**src/rtl/tlc_pkg.sv**
```systemverilog
package tlc_pkg;

    // register byte offsets
    localparam logic [7:0] OFS_LOD = 8'h00;
    localparam logic [7:0] OFS_DETAIL = 8'h04;
    localparam logic [7:0] OFS_BASE0 = 8'h08;
    localparam logic [7:0] OFS_BASE1 = 8'h0c;
    localparam logic [7:0] OFS_BASE2 = 8'h10;
    localparam logic [7:0] OFS_BASE38 = 8'h14;

    // writable bits; everything else is reserved and reads zero
    localparam logic [31:0] MASK_LOD = 32'h37ff_ffff;
    localparam logic [31:0] MASK_DETAIL = 32'h003f_ffff;
    localparam logic [31:0] MASK_BASE0 = 32'hfeff_fff1;
    localparam logic [31:0] MASK_BASEN = 32'h00ff_fff0;
    localparam logic [31:0] RESET_VAL = 32'h0000_0000;

    // lod_control fields
    localparam int LOD_MIN_LSB = 0;
    localparam int LOD_MAX_LSB = 6;
    localparam int LOD_BIAS_LSB = 12;
    localparam int LOD_ODD_BIT = 18;
    localparam int LOD_SPLIT_BIT = 19;
    localparam int S_WIDER_BIT = 20;
    localparam int ASPECT_LSB = 21;
    localparam int ZEROFRAC_BIT = 23;
    localparam int MULTIBASE_BIT = 24;
    localparam int SWIZZLE_BIT = 25;
    localparam int SWAP_BIT = 26;
    localparam int MIRROR_S_BIT = 28;
    localparam int MIRROR_T_BIT = 29;

    // detail_texture_control fields
    localparam int DET_MAX_LSB = 0;
    localparam int DET_BIAS_LSB = 8;
    localparam int DET_SCALE_LSB = 14;
    localparam int RGB_MIN_BIT = 17;
    localparam int RGB_MAG_BIT = 18;
    localparam int A_MIN_BIT = 19;
    localparam int A_MAG_BIT = 20;
    localparam int SEP_FILT_BIT = 21;

    // base address fields
    localparam int BASE_TILED_BIT = 0;
    localparam int BASE_ADDR_LSB = 4;
    localparam int STRIDE_LSB = 25;

    // 8.0 in 4.2 fixed point
    localparam logic [5:0] LOD_CEIL = 6'h20;

    typedef struct packed {
        logic [5:0] lod;
        logic [3:0] level_index;
        logic minify;
        logic rgb_bilinear;
        logic alpha_bilinear;
        logic [7:0] detail_factor;
        logic [19:0] base_addr;
        logic tiled;
        logic [6:0] stride;
    } tlc_result_t;

    typedef struct packed {
        logic split;
        logic lod_odd;
        logic s_wider_flag;
        logic [3:0] aspect_ratio;
        logic mirror_s;
        logic mirror_t;
    } tlc_shape_t;

endpackage // tlc_pkg

```
**src/rtl/tlc_top.sv**
```systemverilog
// Implementation choices: the AHB-Lite slave port and the register addresses.
module tlc_top
    import tlc_pkg::*;
(
    // clock and reset
    input wire logic hclk,
    input wire logic hresetn,
    // ahb-lite slave
    input wire logic hsel,
    input wire logic [31:0] haddr,
    input wire logic [1:0] htrans,
    input wire logic hwrite,
    input wire logic [2:0] hsize,
    input wire logic [31:0] hwdata,
    input wire logic hready,
    output logic hreadyout,
    output logic hresp,
    output logic [31:0] hrdata,
    // level of detail from the iterators, signed 6.2
    input wire logic lod_valid,
    input wire logic [7:0] lod_calc,
    // filter bits of texture_mode_register
    input wire logic mode_minfilter,
    input wire logic mode_magfilter,
    // per-sample result to texture memory and combine
    output logic res_valid,
    output tlc_result_t res,
    // static texture shape
    output tlc_shape_t shape,
    // incoming texture data
    input wire logic tex_in_valid,
    input wire logic [31:0] tex_in,
    output logic tex_out_valid,
    output logic [31:0] tex_out
);

    logic [31:0] lod_control_reg;
    logic [31:0] detail_texture_control_reg;
    logic [31:0] texture_base_primary_reg;
    logic [31:0] texture_base_level1_reg;
    logic [31:0] texture_base_level2_reg;
    logic [31:0] texture_base_level3_to8_reg;
    logic wr_reg;
    logic [7:0] addr_reg;
    logic take;

    function automatic logic [31:0] fix_data(input logic [31:0] d,
                                             input logic swz,
                                             input logic swp);
        logic [31:0] t;
        t = swz ? {d[7:0], d[15:8], d[23:16], d[31:24]} : d;
        return swp ? {t[15:0], t[31:16]} : t;
    endfunction

    assign take = hsel && hready && htrans[1];
    assign hreadyout = 1'b1;
    assign hresp = 1'b0;

    // zero wait states: address captured, write lands in data phase
    always_ff @(posedge hclk or negedge hresetn)
    begin
        if (!hresetn)
        begin
            wr_reg <= 1'b0;
            addr_reg <= 8'h00;
        end
        else if (hready)
        begin
            wr_reg <= take && hwrite && (haddr[31:8] == 24'h000000);
            addr_reg <= haddr[7:0];
        end
    end

    always_ff @(posedge hclk or negedge hresetn)
    begin
        if (!hresetn)
        begin
            lod_control_reg <= RESET_VAL;
            detail_texture_control_reg <= RESET_VAL;
            texture_base_primary_reg <= RESET_VAL;
            texture_base_level1_reg <= RESET_VAL;
            texture_base_level2_reg <= RESET_VAL;
            texture_base_level3_to8_reg <= RESET_VAL;
        end
        else if (wr_reg)
        begin
            if (addr_reg == OFS_LOD)
                lod_control_reg <= hwdata & MASK_LOD;
            if (addr_reg == OFS_DETAIL)
                detail_texture_control_reg <= hwdata & MASK_DETAIL;
            if (addr_reg == OFS_BASE0)
                texture_base_primary_reg <= hwdata & MASK_BASE0;
            if (addr_reg == OFS_BASE1)
                texture_base_level1_reg <= hwdata & MASK_BASEN;
            if (addr_reg == OFS_BASE2)
                texture_base_level2_reg <= hwdata & MASK_BASEN;
            if (addr_reg == OFS_BASE38)
                texture_base_level3_to8_reg <= hwdata & MASK_BASEN;
        end
    end

    // unmapped offsets read zero
    always_comb
    begin
        case (addr_reg)
            OFS_LOD: hrdata = lod_control_reg;
            OFS_DETAIL: hrdata = detail_texture_control_reg;
            OFS_BASE0: hrdata = texture_base_primary_reg;
            OFS_BASE1: hrdata = texture_base_level1_reg;
            OFS_BASE2: hrdata = texture_base_level2_reg;
            OFS_BASE38: hrdata = texture_base_level3_to8_reg;
            default: hrdata = 32'h0000_0000;
        endcase
    end

    // level-of-detail datapath
    logic [5:0] lod_min;
    logic [5:0] lod_max;
    logic [5:0] lod_bias;
    logic [5:0] lod_hi;
    logic signed [8:0] lod_sum;
    logic below_min;
    logic [5:0] lod_clamped;
    logic [3:0] level_w;
    logic multibase;
    logic [31:0] base_sel;
    logic use_min;
    logic rgb_bil_w;
    logic alpha_bil_w;
    logic [5:0] det_bias;
    logic signed [9:0] det_diff;
    logic signed [17:0] det_shift;
    logic [7:0] det_max;
    logic [7:0] det_factor_w;
    assign lod_min = lod_control_reg[LOD_MIN_LSB +: 6];
    assign lod_max = lod_control_reg[LOD_MAX_LSB +: 6];
    assign lod_bias = lod_control_reg[LOD_BIAS_LSB +: 6];
    assign multibase = lod_control_reg[MULTIBASE_BIT];
    assign det_max = detail_texture_control_reg[DET_MAX_LSB +: 8];
    assign det_bias = detail_texture_control_reg[DET_BIAS_LSB +: 6];
    always_comb
    begin
        lod_sum = $signed({lod_calc[7], lod_calc})
            + $signed({{3{lod_bias[5]}}, lod_bias});
        lod_hi = (lod_max > LOD_CEIL) ? LOD_CEIL : lod_max;
        below_min = lod_sum < $signed({3'b000, lod_min});
        if (below_min)
            lod_clamped = lod_min;
        else if (lod_sum > $signed({3'b000, lod_hi}))
            lod_clamped = lod_hi;
        else
            lod_clamped = lod_sum[5:0];
        if (lod_control_reg[ZEROFRAC_BIT])
            lod_clamped[1:0] = 2'b00;
        level_w = lod_clamped[5:2];
    end
    always_comb
    begin
        if (!multibase || level_w == 4'h0)
            base_sel = texture_base_primary_reg;
        else if (level_w == 4'h1)
            base_sel = texture_base_level1_reg;
        else if (level_w == 4'h2)
            base_sel = texture_base_level2_reg;
        else
            base_sel = texture_base_level3_to8_reg;
    end
    always_comb
    begin
        use_min = !below_min;
        rgb_bil_w = use_min ? mode_minfilter : mode_magfilter;
        alpha_bil_w = rgb_bil_w;
        if (detail_texture_control_reg[SEP_FILT_BIT])
        begin
            rgb_bil_w = use_min ? detail_texture_control_reg[RGB_MIN_BIT]
                                : detail_texture_control_reg[RGB_MAG_BIT];
            alpha_bil_w = use_min ? detail_texture_control_reg[A_MIN_BIT]
                                  : detail_texture_control_reg[A_MAG_BIT];
        end
    end
    // detail blend factor, saturated to 0.8
    always_comb
    begin
        det_diff = $signed({{4{det_bias[5]}}, det_bias})
            - $signed({6'h00, level_w});
        det_shift = $signed({{8{det_diff[9]}}, det_diff})
            <<< detail_texture_control_reg[DET_SCALE_LSB +: 3];
        if (det_shift <= $signed({10'h000, det_max}))
            det_factor_w = det_max;
        else if (det_shift > $signed(18'h000ff))
            det_factor_w = 8'hff;
        else
            det_factor_w = det_shift[7:0];
    end
    // one-cycle result stage
    always_ff @(posedge hclk or negedge hresetn)
    begin
        if (!hresetn)
        begin
            res_valid <= 1'b0;
            res <= '0;
        end
        else
        begin
            res_valid <= lod_valid;
            if (lod_valid)
            begin
                res.lod <= lod_clamped;
                res.level_index <= level_w;
                res.minify <= use_min;
                // fetch count follows these bits downstream
                res.rgb_bilinear <= rgb_bil_w;
                res.alpha_bilinear <= alpha_bil_w;
                res.detail_factor <= det_factor_w;
                res.base_addr <= base_sel[BASE_ADDR_LSB +: 20];
                res.tiled <= texture_base_primary_reg[BASE_TILED_BIT];
                res.stride <= texture_base_primary_reg[STRIDE_LSB +: 7];
            end
        end
    end

    // texture shape decode, held from the register
    always_ff @(posedge hclk or negedge hresetn)
    begin
        if (!hresetn)
            shape <= '0;
        else
        begin
            shape.split <= lod_control_reg[LOD_SPLIT_BIT];
            shape.lod_odd <= lod_control_reg[LOD_ODD_BIT];
            // wider side, don't care when square
            shape.s_wider_flag <= lod_control_reg[S_WIDER_BIT];
            shape.aspect_ratio <= 4'h1 << lod_control_reg[ASPECT_LSB +: 2];
            shape.mirror_s <= lod_control_reg[MIRROR_S_BIT];
            shape.mirror_t <= lod_control_reg[MIRROR_T_BIT];
        end
    end

    always_ff @(posedge hclk or negedge hresetn)
    begin
        if (!hresetn)
        begin
            tex_out_valid <= 1'b0;
            tex_out <= 32'h0000_0000;
        end
        else
        begin
            tex_out_valid <= tex_in_valid;
            if (tex_in_valid)
                tex_out <= fix_data(tex_in, lod_control_reg[SWIZZLE_BIT],
                                    lod_control_reg[SWAP_BIT]);
        end
    end

    property p_wr_lod;
        @(posedge hclk) disable iff (!hresetn)
        wr_reg && addr_reg == OFS_LOD
            |=> lod_control_reg == ($past(hwdata) & MASK_LOD);
    endproperty
    a_wr_lod: assert property (p_wr_lod)
        else $error("lod control write not masked");
    property p_clamp_min;
        @(posedge hclk) disable iff (!hresetn)
        lod_valid && below_min && !lod_control_reg[ZEROFRAC_BIT]
            |=> res.lod == $past(lod_min) && !res.minify;
    endproperty
    a_clamp_min: assert property (p_clamp_min)
        else $error("level not clamped to minimum");
    property p_clamp_hi;
        @(posedge hclk) disable iff (!hresetn)
        res_valid && res.minify |-> res.lod <= LOD_CEIL;
    endproperty
    a_clamp_hi: assert property (p_clamp_hi)
        else $error("level above 8.0");
    property p_minify;
        @(posedge hclk) disable iff (!hresetn)
        lod_valid |=> res_valid && res.minify == !$past(below_min);
    endproperty
    a_minify: assert property (p_minify)
        else $error("wrong minify choice");
    property p_zerofrac;
        @(posedge hclk) disable iff (!hresetn)
        lod_valid && lod_control_reg[ZEROFRAC_BIT]
            |=> res.lod[1:0] == 2'b00;
    endproperty
    a_zerofrac: assert property (p_zerofrac)
        else $error("fraction not forced to zero");
    property p_swizzle_swap;
        @(posedge hclk) disable iff (!hresetn)
        tex_in_valid && lod_control_reg[SWIZZLE_BIT]
            && lod_control_reg[SWAP_BIT]
            |=> tex_out == {$past(tex_in[23:16]), $past(tex_in[31:24]),
                            $past(tex_in[7:0]), $past(tex_in[15:8])};
    endproperty
    a_swizzle_swap: assert property (p_swizzle_swap)
        else $error("byte and half swap wrong");
    property p_base0;
        @(posedge hclk) disable iff (!hresetn)
        lod_valid && !multibase
            |=> res.base_addr == $past(texture_base_primary_reg[23:4]);
    endproperty
    a_base0: assert property (p_base0)
        else $error("primary base not used");
    property p_base38;
        @(posedge hclk) disable iff (!hresetn)
        lod_valid && multibase && level_w >= 4'h3
            |=> res.base_addr == $past(texture_base_level3_to8_reg[23:4]);
    endproperty
    a_base38: assert property (p_base38)
        else $error("level 3 to 8 base not used");
    property p_shared_filter;
        @(posedge hclk) disable iff (!hresetn)
        lod_valid && !detail_texture_control_reg[SEP_FILT_BIT]
            |=> res.rgb_bilinear == res.alpha_bilinear;
    endproperty
    a_shared_filter: assert property (p_shared_filter)
        else $error("shared filter differs per channel");
    property p_detail_floor;
        @(posedge hclk) disable iff (!hresetn)
        lod_valid |=> res.detail_factor >= $past(det_max);
    endproperty
    a_detail_floor: assert property (p_detail_floor)
        else $error("detail factor below clamp");
endmodule // tlc_top

```
**config.mk**
```make
export PLATFORM = sky130hd
export DESIGN_NAME = tlc_top
export DESIGN_NICKNAME = d
export VERILOG_FILES = /design/src/rtl/tlc_pkg.sv /design/src/rtl/tlc_top.sv
export SDC_FILE = /design/constraint.sdc
export NUM_CORES = 1
export LEC_CHECK = 0
export BUFFER_PORTS_ARGS = -buffer_cell sky130_fd_sc_hd__buf_2
export CORE_MARGIN = 2
export CORE_UTILIZATION = 35
export CTS_BUF_LIST = sky130_fd_sc_hd__clkbuf_16
export CTS_CLUSTER_SIZE = 40
export DETAILED_ROUTE_END_ITERATION = 10
export SKIP_CTS_REPAIR_TIMING = 1
export SYNTH_ARGS = -nofsm -noshare
export SYNTH_HDL_FRONTEND = slang
export SYNTH_SLANG_ARGS = --single-unit
```
**constraint.sdc**
```tcl
create_clock -name hclk -period 8.2 [get_ports hclk]
set_clock_uncertainty 0.15 [all_clocks]
set_input_delay 0.41 -clock hclk [delete_from_list [all_inputs] [get_ports hclk]]
set_output_delay 0.41 -clock hclk [all_outputs]
set_load 0.01 [all_outputs]
```
Word level (Yosys, flattened, before mapping)
Cells that the tools add are included.
{"block": "totals", "reg_bits": 240, "latchBits": 0, "mem_bits_rw": 0, "romBits": 0, "output_inout_bits": 126, "mem_count": 0}
{"block": "classes", "n_addsub": 2, "mul": 0, "div_mod_pow": 0, "order_cmp": 5, "eq_ne": 7, "shifts": 2, "n_mux": 17, "bitwise": 0, "n_reduce_logical": 16}
{"operator": "$pmux 32 s6", "count": 1}
{"operator": "$mux 24", "count": 3}
{"operator": "$mux 32", "count": 2}
{"operator": "$logic_not 24->1", "count": 1}
{"operator": "$gt 18x9->1 const B", "count": 1}
{"operator": "$le 18x9->1", "count": 1}
{"operator": "$mux 6", "count": 3}
{"operator": "$sshl 7x3->18", "count": 1}
{"operator": "$eq 8x4->1 const B", "count": 2}
{"operator": "$eq 8x5->1 const B", "count": 2}
{"operator": "$mux 8", "count": 2}
{"operator": "$reduce_and 2->1", "count": 6}
{"operator": "$add 8x6->9", "count": 1}
{"operator": "$gt 9x7->1", "count": 1}
{"operator": "$lt 9x7->1", "count": 1}
{"operator": "$eq 8x3->1 const B", "count": 1}
{"operator": "$logic_not 8->1", "count": 1}
{"operator": "$sub 6x5->7", "count": 1}
{"operator": "$gt 6x6->1 const B", "count": 1}
{"operator": "$mux 1", "count": 5}
{"operator": "$eq 4x1->1 const B", "count": 1}
{"operator": "$eq 4x2->1 const B", "count": 1}
{"operator": "$logic_and 1x1->1", "count": 4}
{"operator": "$logic_not 4->1", "count": 1}
{"operator": "4 further kinds", "count": 5}

Logic depth before layout (Yosys ltp)
Gate-level depths: netlist (run 1).
{"block": "depth", "ltp_word": 10, "depth_mapped": 36, "depth_no_buf": 35}

Worst setup path after synthesis (run 1)
Ideal clock, no wire load.
{"block": "synth_timing", "path_kind": "input port to flip-flop", "from": "input lod_calc[0]", "to": "register res[35] (netlist bit)", "arrival_time_ns": 6.588, "required_ns": 7.956, "slack_ns": 1.369, "cell_stages": 30, "path_buffers": 0, "cell_sequence": "ha_1 fa_1 a21oi_1 nor2b_1 nor2_1 xnor2_1 ha_1 nand4_1 o21bai_1 o21bai_1 o31a_1 nor3_1 o41ai_1 ha_1 and2_1 a21oi_1 a22oi_1 a211oi_1 a211oi_1 a21oi_1 inv_1 ha_1 nand2_1 nor2_1 o211ai_1 a2bb2oi_1 o31a_1 o311a_1 a22o_4 a221oi_2"}
{"block": "synth_between", "elab_chain_len": 9, "elab_cells_between_ends": 11}
{"element": "from (decl)", "line": "tlc_top.sv:21", "source": "input wire logic [7:0] lod_calc,"}
{"element": "$add 8x6->9 (*)", "line": "tlc_top.sv:144", "source": "+ $signed({{3{lod_bias[5]}}, lod_bias});"}
{"element": "$gt 9x7->1", "line": "tlc_top.sv:149", "source": "else if (lod_sum > $signed({3'b000, lod_hi}))"}
{"element": "$mux 6", "line": "tlc_top.sv:149"}
{"element": "$mux 6 (*)", "line": "tlc_top.sv:147", "source": "if (below_min)"}
{"element": "$sub 6x5->7 (*)", "line": "tlc_top.sv:185", "source": "- $signed({6'h00, level_w});"}
{"element": "$sshl 7x3->18 (*)", "line": "tlc_top.sv:186", "source": "det_shift = $signed({{8{det_diff[9]}}, det_diff})"}
{"element": "$gt 18x9->1", "line": "tlc_top.sv:190", "source": "else if (det_shift > $signed(18'h000ff))"}
{"element": "$mux 8", "line": "tlc_top.sv:190"}
{"element": "$mux 8 (*)", "line": "tlc_top.sv:188", "source": "if (det_shift <= $signed({10'h000, det_max}))"}
{"element": "to (decl)", "line": "tlc_top.sv:27", "source": "output tlc_result_t res,"}
Every way passes the cells marked *; elsewhere a longest branch is shown, timed or not.
A chain may end at the register's enable or synchronous reset.

Final worst setup path (run 1)
{"block": "layout_timing", "from": "register lod_control_reg[12]", "to": "register res[29] (netlist bit)"}
{"block": "layout_between", "elab_chain_len": 9, "elab_cells_between_ends": 11}
{"element": "from (decl)", "line": "tlc_top.sv:37", "source": "logic [31:0] lod_control_reg;"}
{"element": "from (signal assigned)", "line": "tlc_top.sv:88", "source": "lod_control_reg <= hwdata & MASK_LOD;"}
{"element": "$add 8x6->9 (*)", "line": "tlc_top.sv:144"}
{"element": "$gt 9x7->1", "line": "tlc_top.sv:149"}
{"element": "$mux 6", "line": "tlc_top.sv:149"}
{"element": "$mux 6 (*)", "line": "tlc_top.sv:147"}
{"element": "via level_w[0]", "line": "tlc_top.sv:124", "source": "logic [3:0] level_w;"}
{"element": "$sub 6x5->7 (*)", "line": "tlc_top.sv:185"}
{"element": "$sshl 7x3->18 (*)", "line": "tlc_top.sv:186"}
{"element": "$gt 18x9->1", "line": "tlc_top.sv:190"}
{"element": "$mux 8", "line": "tlc_top.sv:190"}
{"element": "$mux 8 (*)", "line": "tlc_top.sv:188"}
Mark *: on every way through the listed nets, which the timed path passes. The rest lies on a longest branch.

==> run_results.csv, run 1 <==
group,metric,value,unit
clock_network,clock-root-buffer,"clkbuf_16",
synthesis,netlist_area,13300,µm²
synthesis,synth_cells,1181,
timing,slew_headroom,0.259,
timing,final.setup.tns,0,ps
detailed_routing,route.detailed.drc,0,
synthesis,ys.flop_type,"dfrtp_1",
critical_path,critPathMaxStageDelay,460,ps
synthesis,ys_types,83,
layout,seqCellArea,5910,µm²
critical_path,worstPathRequired,8500,ps
floorplan,fp.dieH,199,µm
critical_path,reg2reg_from,"lod_control_reg[12]",
grt,track_usage,0.194,
timing,setup_viol,0,
run_status,outcome,"finished, violations left",
power,intPower,2450,µW
clock_network,clkTransAtPathRegs,60,ps
power,p_leak,0.00764,µW
timing,fmax,132,MHz
detailed_routing,first_pass_iters,5,
layout,final_common_cell,"buf_2",
timing,rsz0062_at_grt,"false",
placed_design,placed_cell_area,15000,µm²
synthesis,async_flop_share,1.00,
layout,finalInstanceArea,16200,µm²
layout,multi_input_area,6890,µm²
timing,fin_crit,7550,ps
floorplan,start_util,0.354,
floorplan,fp.dieArea,39500,µm²
critical_path,crit_path_start,"lod_control_reg[12]",
worst_hold_path,holdPathStages,4,
timing,whs,-13.0,ps
critical_path,cp_max_fo,8,
synthesis,yosysWarnings,0,
timing,worstMarginPinSlew,1110,ps
power,p_per_area,219,nW/µm²
detailed_routing,wire_per_inst,19.7,µm
layout,nFillCells,3645,
placed_design,place_ws,639,ps
critical_path,crit_path_end_kind,"flip-flop",
critical_path,reg2reg_depth,33,
power,power_frac_comb,0.258,
worst_hold_path,hold_class,"in -> reg",
clock_network,clockBufferDepth,3,
clock_network,cts_htree_levels,1,
detailed_routing,wirelength,38.5,mm
clock_network,cts_tree,"built",
timing,layout_setup_ws,648,ps
placed_design,hpwl,26.6,mm
detailed_routing,drtIter0Drc,604,
power,switchingPower,1090,µW
power,switching_share,0.309,
grt,overflow,0,
grt,grt_pass1_wl,59.5,mm
timing,fin_crit_sh,0.921,
placed_design,place_congestion,0.886,
grt,grt_antenna_before_repair,0,
critical_path,worstPathArrival,7850,ps
critical_path,critPathKind,"reg -> reg",
synthesis,ys_seq_area_frac,0.444,
synthesis,syn_nets,1330,
floorplan,std_cell_rows,71,
grt,grt_max_degree,127,
layout,drive_above_1_share,0.396,
synthesis,synth-edff-count,0,
layout,largest_reg_flops,45,
detailed_routing,vias,10300,
layout,final_core_util,0.432,
power,seqPwrFrac,0.381,
clock_network,cts_inserted_buffers,28,
critical_path,cp-start-kind,"flip-flop",
floorplan,ios,244,
power,power_frac_clock,0.361,
grt,grt_pass1_vias,10400,
clock_network,clock_latency,560,ps
layout,area_delta_synth_final,22.0,%
power,irDropWorstVdd,0.190,mV
floorplan,die_w,199,µm
layout,antenna_cells,0,
timing,slew_viol_final,0,
critical_path,crit_path_top_delay_cell,"o21ai_0",
floorplan,coreArea,37500,µm²
detailed_routing,detail-route-antenna-nets,0,
run_status,violations,"negative hold slack",
run,cap_violations,0,
critical_path,cp_common_cell,"ha_1",
layout,final_nets,1571,
synthesis,synth-seq-cells,236,
placed_design,portBuffers,237,
worst_hold_path,min_from,"haddr[28]",
power,p_total,3550,µW
synthesis,syn_area_per_cell,11.3,µm²
timing,finalHoldViolations,1,
layout,final_cell_mix,"236 x buf_2, 234 x dfrtp_1, 207 x mux2_2",
clock_network,clock_sinks,236,
detailed_routing,via_per_inst,5.27,
[layout make-up]
| cell class | count | area share |
|---|---|---|
| clock buffers | 28 | 0.0432 |
| clock inverters | 18 | 0.0141 |
| inverters | 56 | 0.0130 |
| multi-input cells | 814 | 0.425 |
| flip-flops and latches | 236 | 0.364 |
| well taps | 511 | 0.0394 |
| repair buffers | 286 | 0.101 |
[power by group through the flow]
stage	clock [µW]	sequential [µW]	combinational, µW
after floorplan	0	1380	572
after global placement	0	1370	898
after detailed placement	0	1370	907
after CTS	1310	1350	912
after global routing	1360	1370	1010
final	1280	1350	917
[cell usage after synthesis, types with 9 or more instances]
cell	number	area share
dfrtp_1	236	0.44
mux2_2	207	0.18
nor2_1	100	0.028
mux2i_1	89	0.067
a21oi_1	71	0.027
clkbuf_1	57	0.016
nand2_1	57	0.016
inv_1	55	0.016
o21ai_0	35	0.013
ha_1	30	0.028
o22ai_1	24	0.011
mux4_2	18	0.031
nor3_1	15	0.0056
nand3_1	13	0.0049
buf_1	9	0.0025
[critical path: cells and delay by family, from the launching register on]
kind	cells	cell delay, ps
XOR/XNOR	1	130
flip-flops	1	400
AND/OR/NAND/NOR	8	1100
buffers and inverters	3	310
AO/OA/AOI/OAI	15	3770
adder cells (fa/ha/maj)	6	1590
[routing by layer]
layer / GRT usage / part of all wire / vias up
li1: - / - / 4791
met1: 0.263 / 0.45 / 5134
met2: 0.320 / 0.47 / 305
met3: 0.0375 / 0.054 / 47
met4: 0.0442 / 0.023 / 0
met5: 0 / 0 / -
[path summary, 6_finish.rpt]
| kind | slack, ps | endpoint |
|---|---|---|
| min in group asynchronous | 390 | shape[4] |
| worst max register to register | 650 | res[29] |
| worst max-delay path | 650 | res[29] |
| worst min register to register | 250 | shape[1] |
| max in group asynchronous | 5930 | lod_control_reg[26] |
| worst min-delay path | -10 | wr_reg |
[cell families after synthesis]
logic type,Yosys count,synth area share
adders and majority gates,31,0.0298
muxes,314,0.273
DFF,236,0.444
buffers and inverters,131,0.0390
and+or+nand+nor,238,0.0849
xor gates and xnor gates,7,0.00621
other,2,0.000565
AOI/OAI and AO/OA,222,0.122
[stage by stage]
step	instances	hold WS, ps
after global routing	1949	2.89
after detailed placement	1879	236
after floorplan	1181	-35.6
final	1949	-13.0
after global placement	1879	228
after CTS	1925	-153
Power figures use the tool's default switching activity.
==> run 2: changes to the inputs <==
==> constraint.sdc (replaced) <==
create_clock -name hclk -period 8.2 [get_ports hclk]
set_clock_uncertainty 0.15 [all_clocks]
set_input_delay 0.82 -clock hclk [delete_from_list [all_inputs] [get_ports hclk]]
set_output_delay 0.82 -clock hclk [all_outputs]
set_load 0.01 [all_outputs]
==> run 2 against run 1 <==
The flow now finishes without violations. Fmax decreased by 0.30%. Via count shrank 0.81%. Final cell count down 0.82%. Combinational power is 1% lower. Critical path type unchanged. Highest routed layer is now met5.
==> run_results.csv, run 2 (synthesis gave the netlist of run 1 again) <==
group,metric,value,unit
detailed_routing,wl_met3,2.35,mm
timing,fin_crit_sh,0.924,
critical_path,cp_max_fo,8,
power,irDropWorstVdd,0.174,mV
clock_network,clkTransAtPathRegs,60,ps
detailed_routing,first_pass_iters,5,
clock_network,clock_latency,540,ps
timing,rsz0062_at_grt,"false",
run,cap_violations,0,
critical_path,cp-start-kind,"flip-flop",
floorplan,coreArea,37500,µm²
grt,grt_max_degree,105,
floorplan,start_util,0.354,
layout,area_delta_synth_final,20.1,%
critical_path,cp_common_cell,"ha_1",
layout,final_cell_mix,"236 x buf_2, 234 x dfrtp_1, 207 x mux2_2",
timing,whs,137,ps
timing,worstMarginPinSlew,1370,ps
clock_network,clock_sinks,236,
critical_path,crit_path_end_kind,"flip-flop",
timing,slew_viol_final,0,
timing,finalHoldViolations,0,
power,p_total,3490,µW
layout,drive_above_1_share,0.399,
timing,slew_headroom,0.0894,
floorplan,die_w,199,µm
detailed_routing,route.detailed.drc,0,
layout,final_nets,1549,
grt,overflow,0,
timing,setup_viol,0,
clock_network,clock-root-buffer,"clkbuf_16",
grt,track_usage,0.194,
critical_path,crit_path_top_delay_cell,"fa_1",
detailed_routing,drtIter0Drc,570,
detailed_routing,wire_per_inst,19.9,µm
layout,nFillCells,3673,
detailed_routing,detail-route-antenna-nets,0,
timing,layout_setup_ws,625,ps
floorplan,fp.dieH,199,µm
power,p_leak,0.00755,µW
critical_path,critPathMaxStageDelay,420,ps
timing,final.setup.tns,0,ps
critical_path,critPathKind,"reg -> reg",
detailed_routing,vias,10200,
layout,final_cells,1933,
grt,grt_pass1_vias,10400,
floorplan,std_cell_rows,71,
detailed_routing,wirelength,38.4,mm
layout,final_common_cell,"buf_2",
placed_design,hpwl,27.0,mm
power,p_per_area,219,nW/µm²
timing,fin_crit,7570,ps
placed_design,place_congestion,0.848,
layout,largest_reg_flops,45,
clock_network,cts_tree,"built",
detailed_routing,wl_met2,18.1,mm
floorplan,ios,244,
placed_design,portBuffers,237,
clock_network,clockBufferDepth,3,
grt,grt_pass1_wl,59.2,mm
detailed_routing,via_per_inst,5.27,
critical_path,worstPathArrival,7870,ps
detailed_routing,m1WireLength,17.1,mm
run_status,outcome,"finished clean",
placed_design,place_ws,235,ps
worst_hold_path,hold_class,"in -> async",
timing,fmax,132,MHz
floorplan,fp.dieArea,39500,µm²
grt,grt_antenna_before_repair,2,
detailed_routing,top_layer,"met5",
critical_path,worstPathRequired,8490,ps
clock_network,cts_htree_levels,1,
placed_design,dp_cells,1881,
clock_network,cts_inserted_buffers,28,
## run 2: cell type report
cell class / instances / area, µm² / share of cell area
Tap cell: 511 / 639 / 0.0401
Timing Repair Buffer: 264 / 1410 / 0.0884
Antenna cell: 1 / 2.50 / 0.000157
Clock inverter: 22 / 174 / 0.0109
Sequential cell: 236 / 5910 / 0.370
Multi-Input combinational cell: 814 / 6890 / 0.432
Clock buffer: 29 / 726 / 0.0455
Inverter: 56 / 210 / 0.0132
## run 2: critical path: cells and delay by family, from the launching register on
| kind | cells | cell delay [ps] |
|---|---|---|
| AOI/OAI and AO/OA | 12 | 3420 |
| adders and majority gates | 5 | 1550 |
| and+or+nand+nor | 8 | 1130 |
| buffers and inverters | 3 | 420 |
| DFF | 1 | 410 |
| xor gates and xnor gates | 1 | 220 |
| muxes | 1 | 150 |
## run 2: report_power, final
group	internal [µW]	leakage, µW	total, µW	switching, µW
Sequential	1270	0.00285	1360	85.1
Clock	728	0.000472	1230	500
Combinational	406	0.00423	907	502
## run 2: per-layer routing
metal | global-route usage | up-vias
met1 | 0.257 | 5091
met2 | 0.322 | 301
met4 | 0.0481 | 2
met5 | 0 | -
met3 | 0.0404 | 49
li1 | - | 4751
## run 2: per-stage QoR
| stage | utilization | cell area [µm²] |
|---|---|---|
| CTS | 0.426 | 16000 |
| floorplan | - | 13300 |
| detailed placement | 0.402 | 15100 |
| global placement | 0.402 | 15100 |
| global route | 0.426 | 16000 |
| finish | 0.426 | 16000 |
## run 2: path summary, 6_finish.rpt
check / from / to / slack, ps / cells after the start
max: lod_control_reg[12] / res[31] / 630 / 30
min: hresetn / texture_base_primary_reg[19] / 140 / 1
max reg2reg: lod_control_reg[12] / res[31] / 630 / 30
min reg2reg: lod_control_reg[29] / shape[0] / 250 / 0
max in group asynchronous: hresetn / res[31] / 6290 / 2
min in group hclk: lod_control_reg[29] / shape[0] / 250 / 0
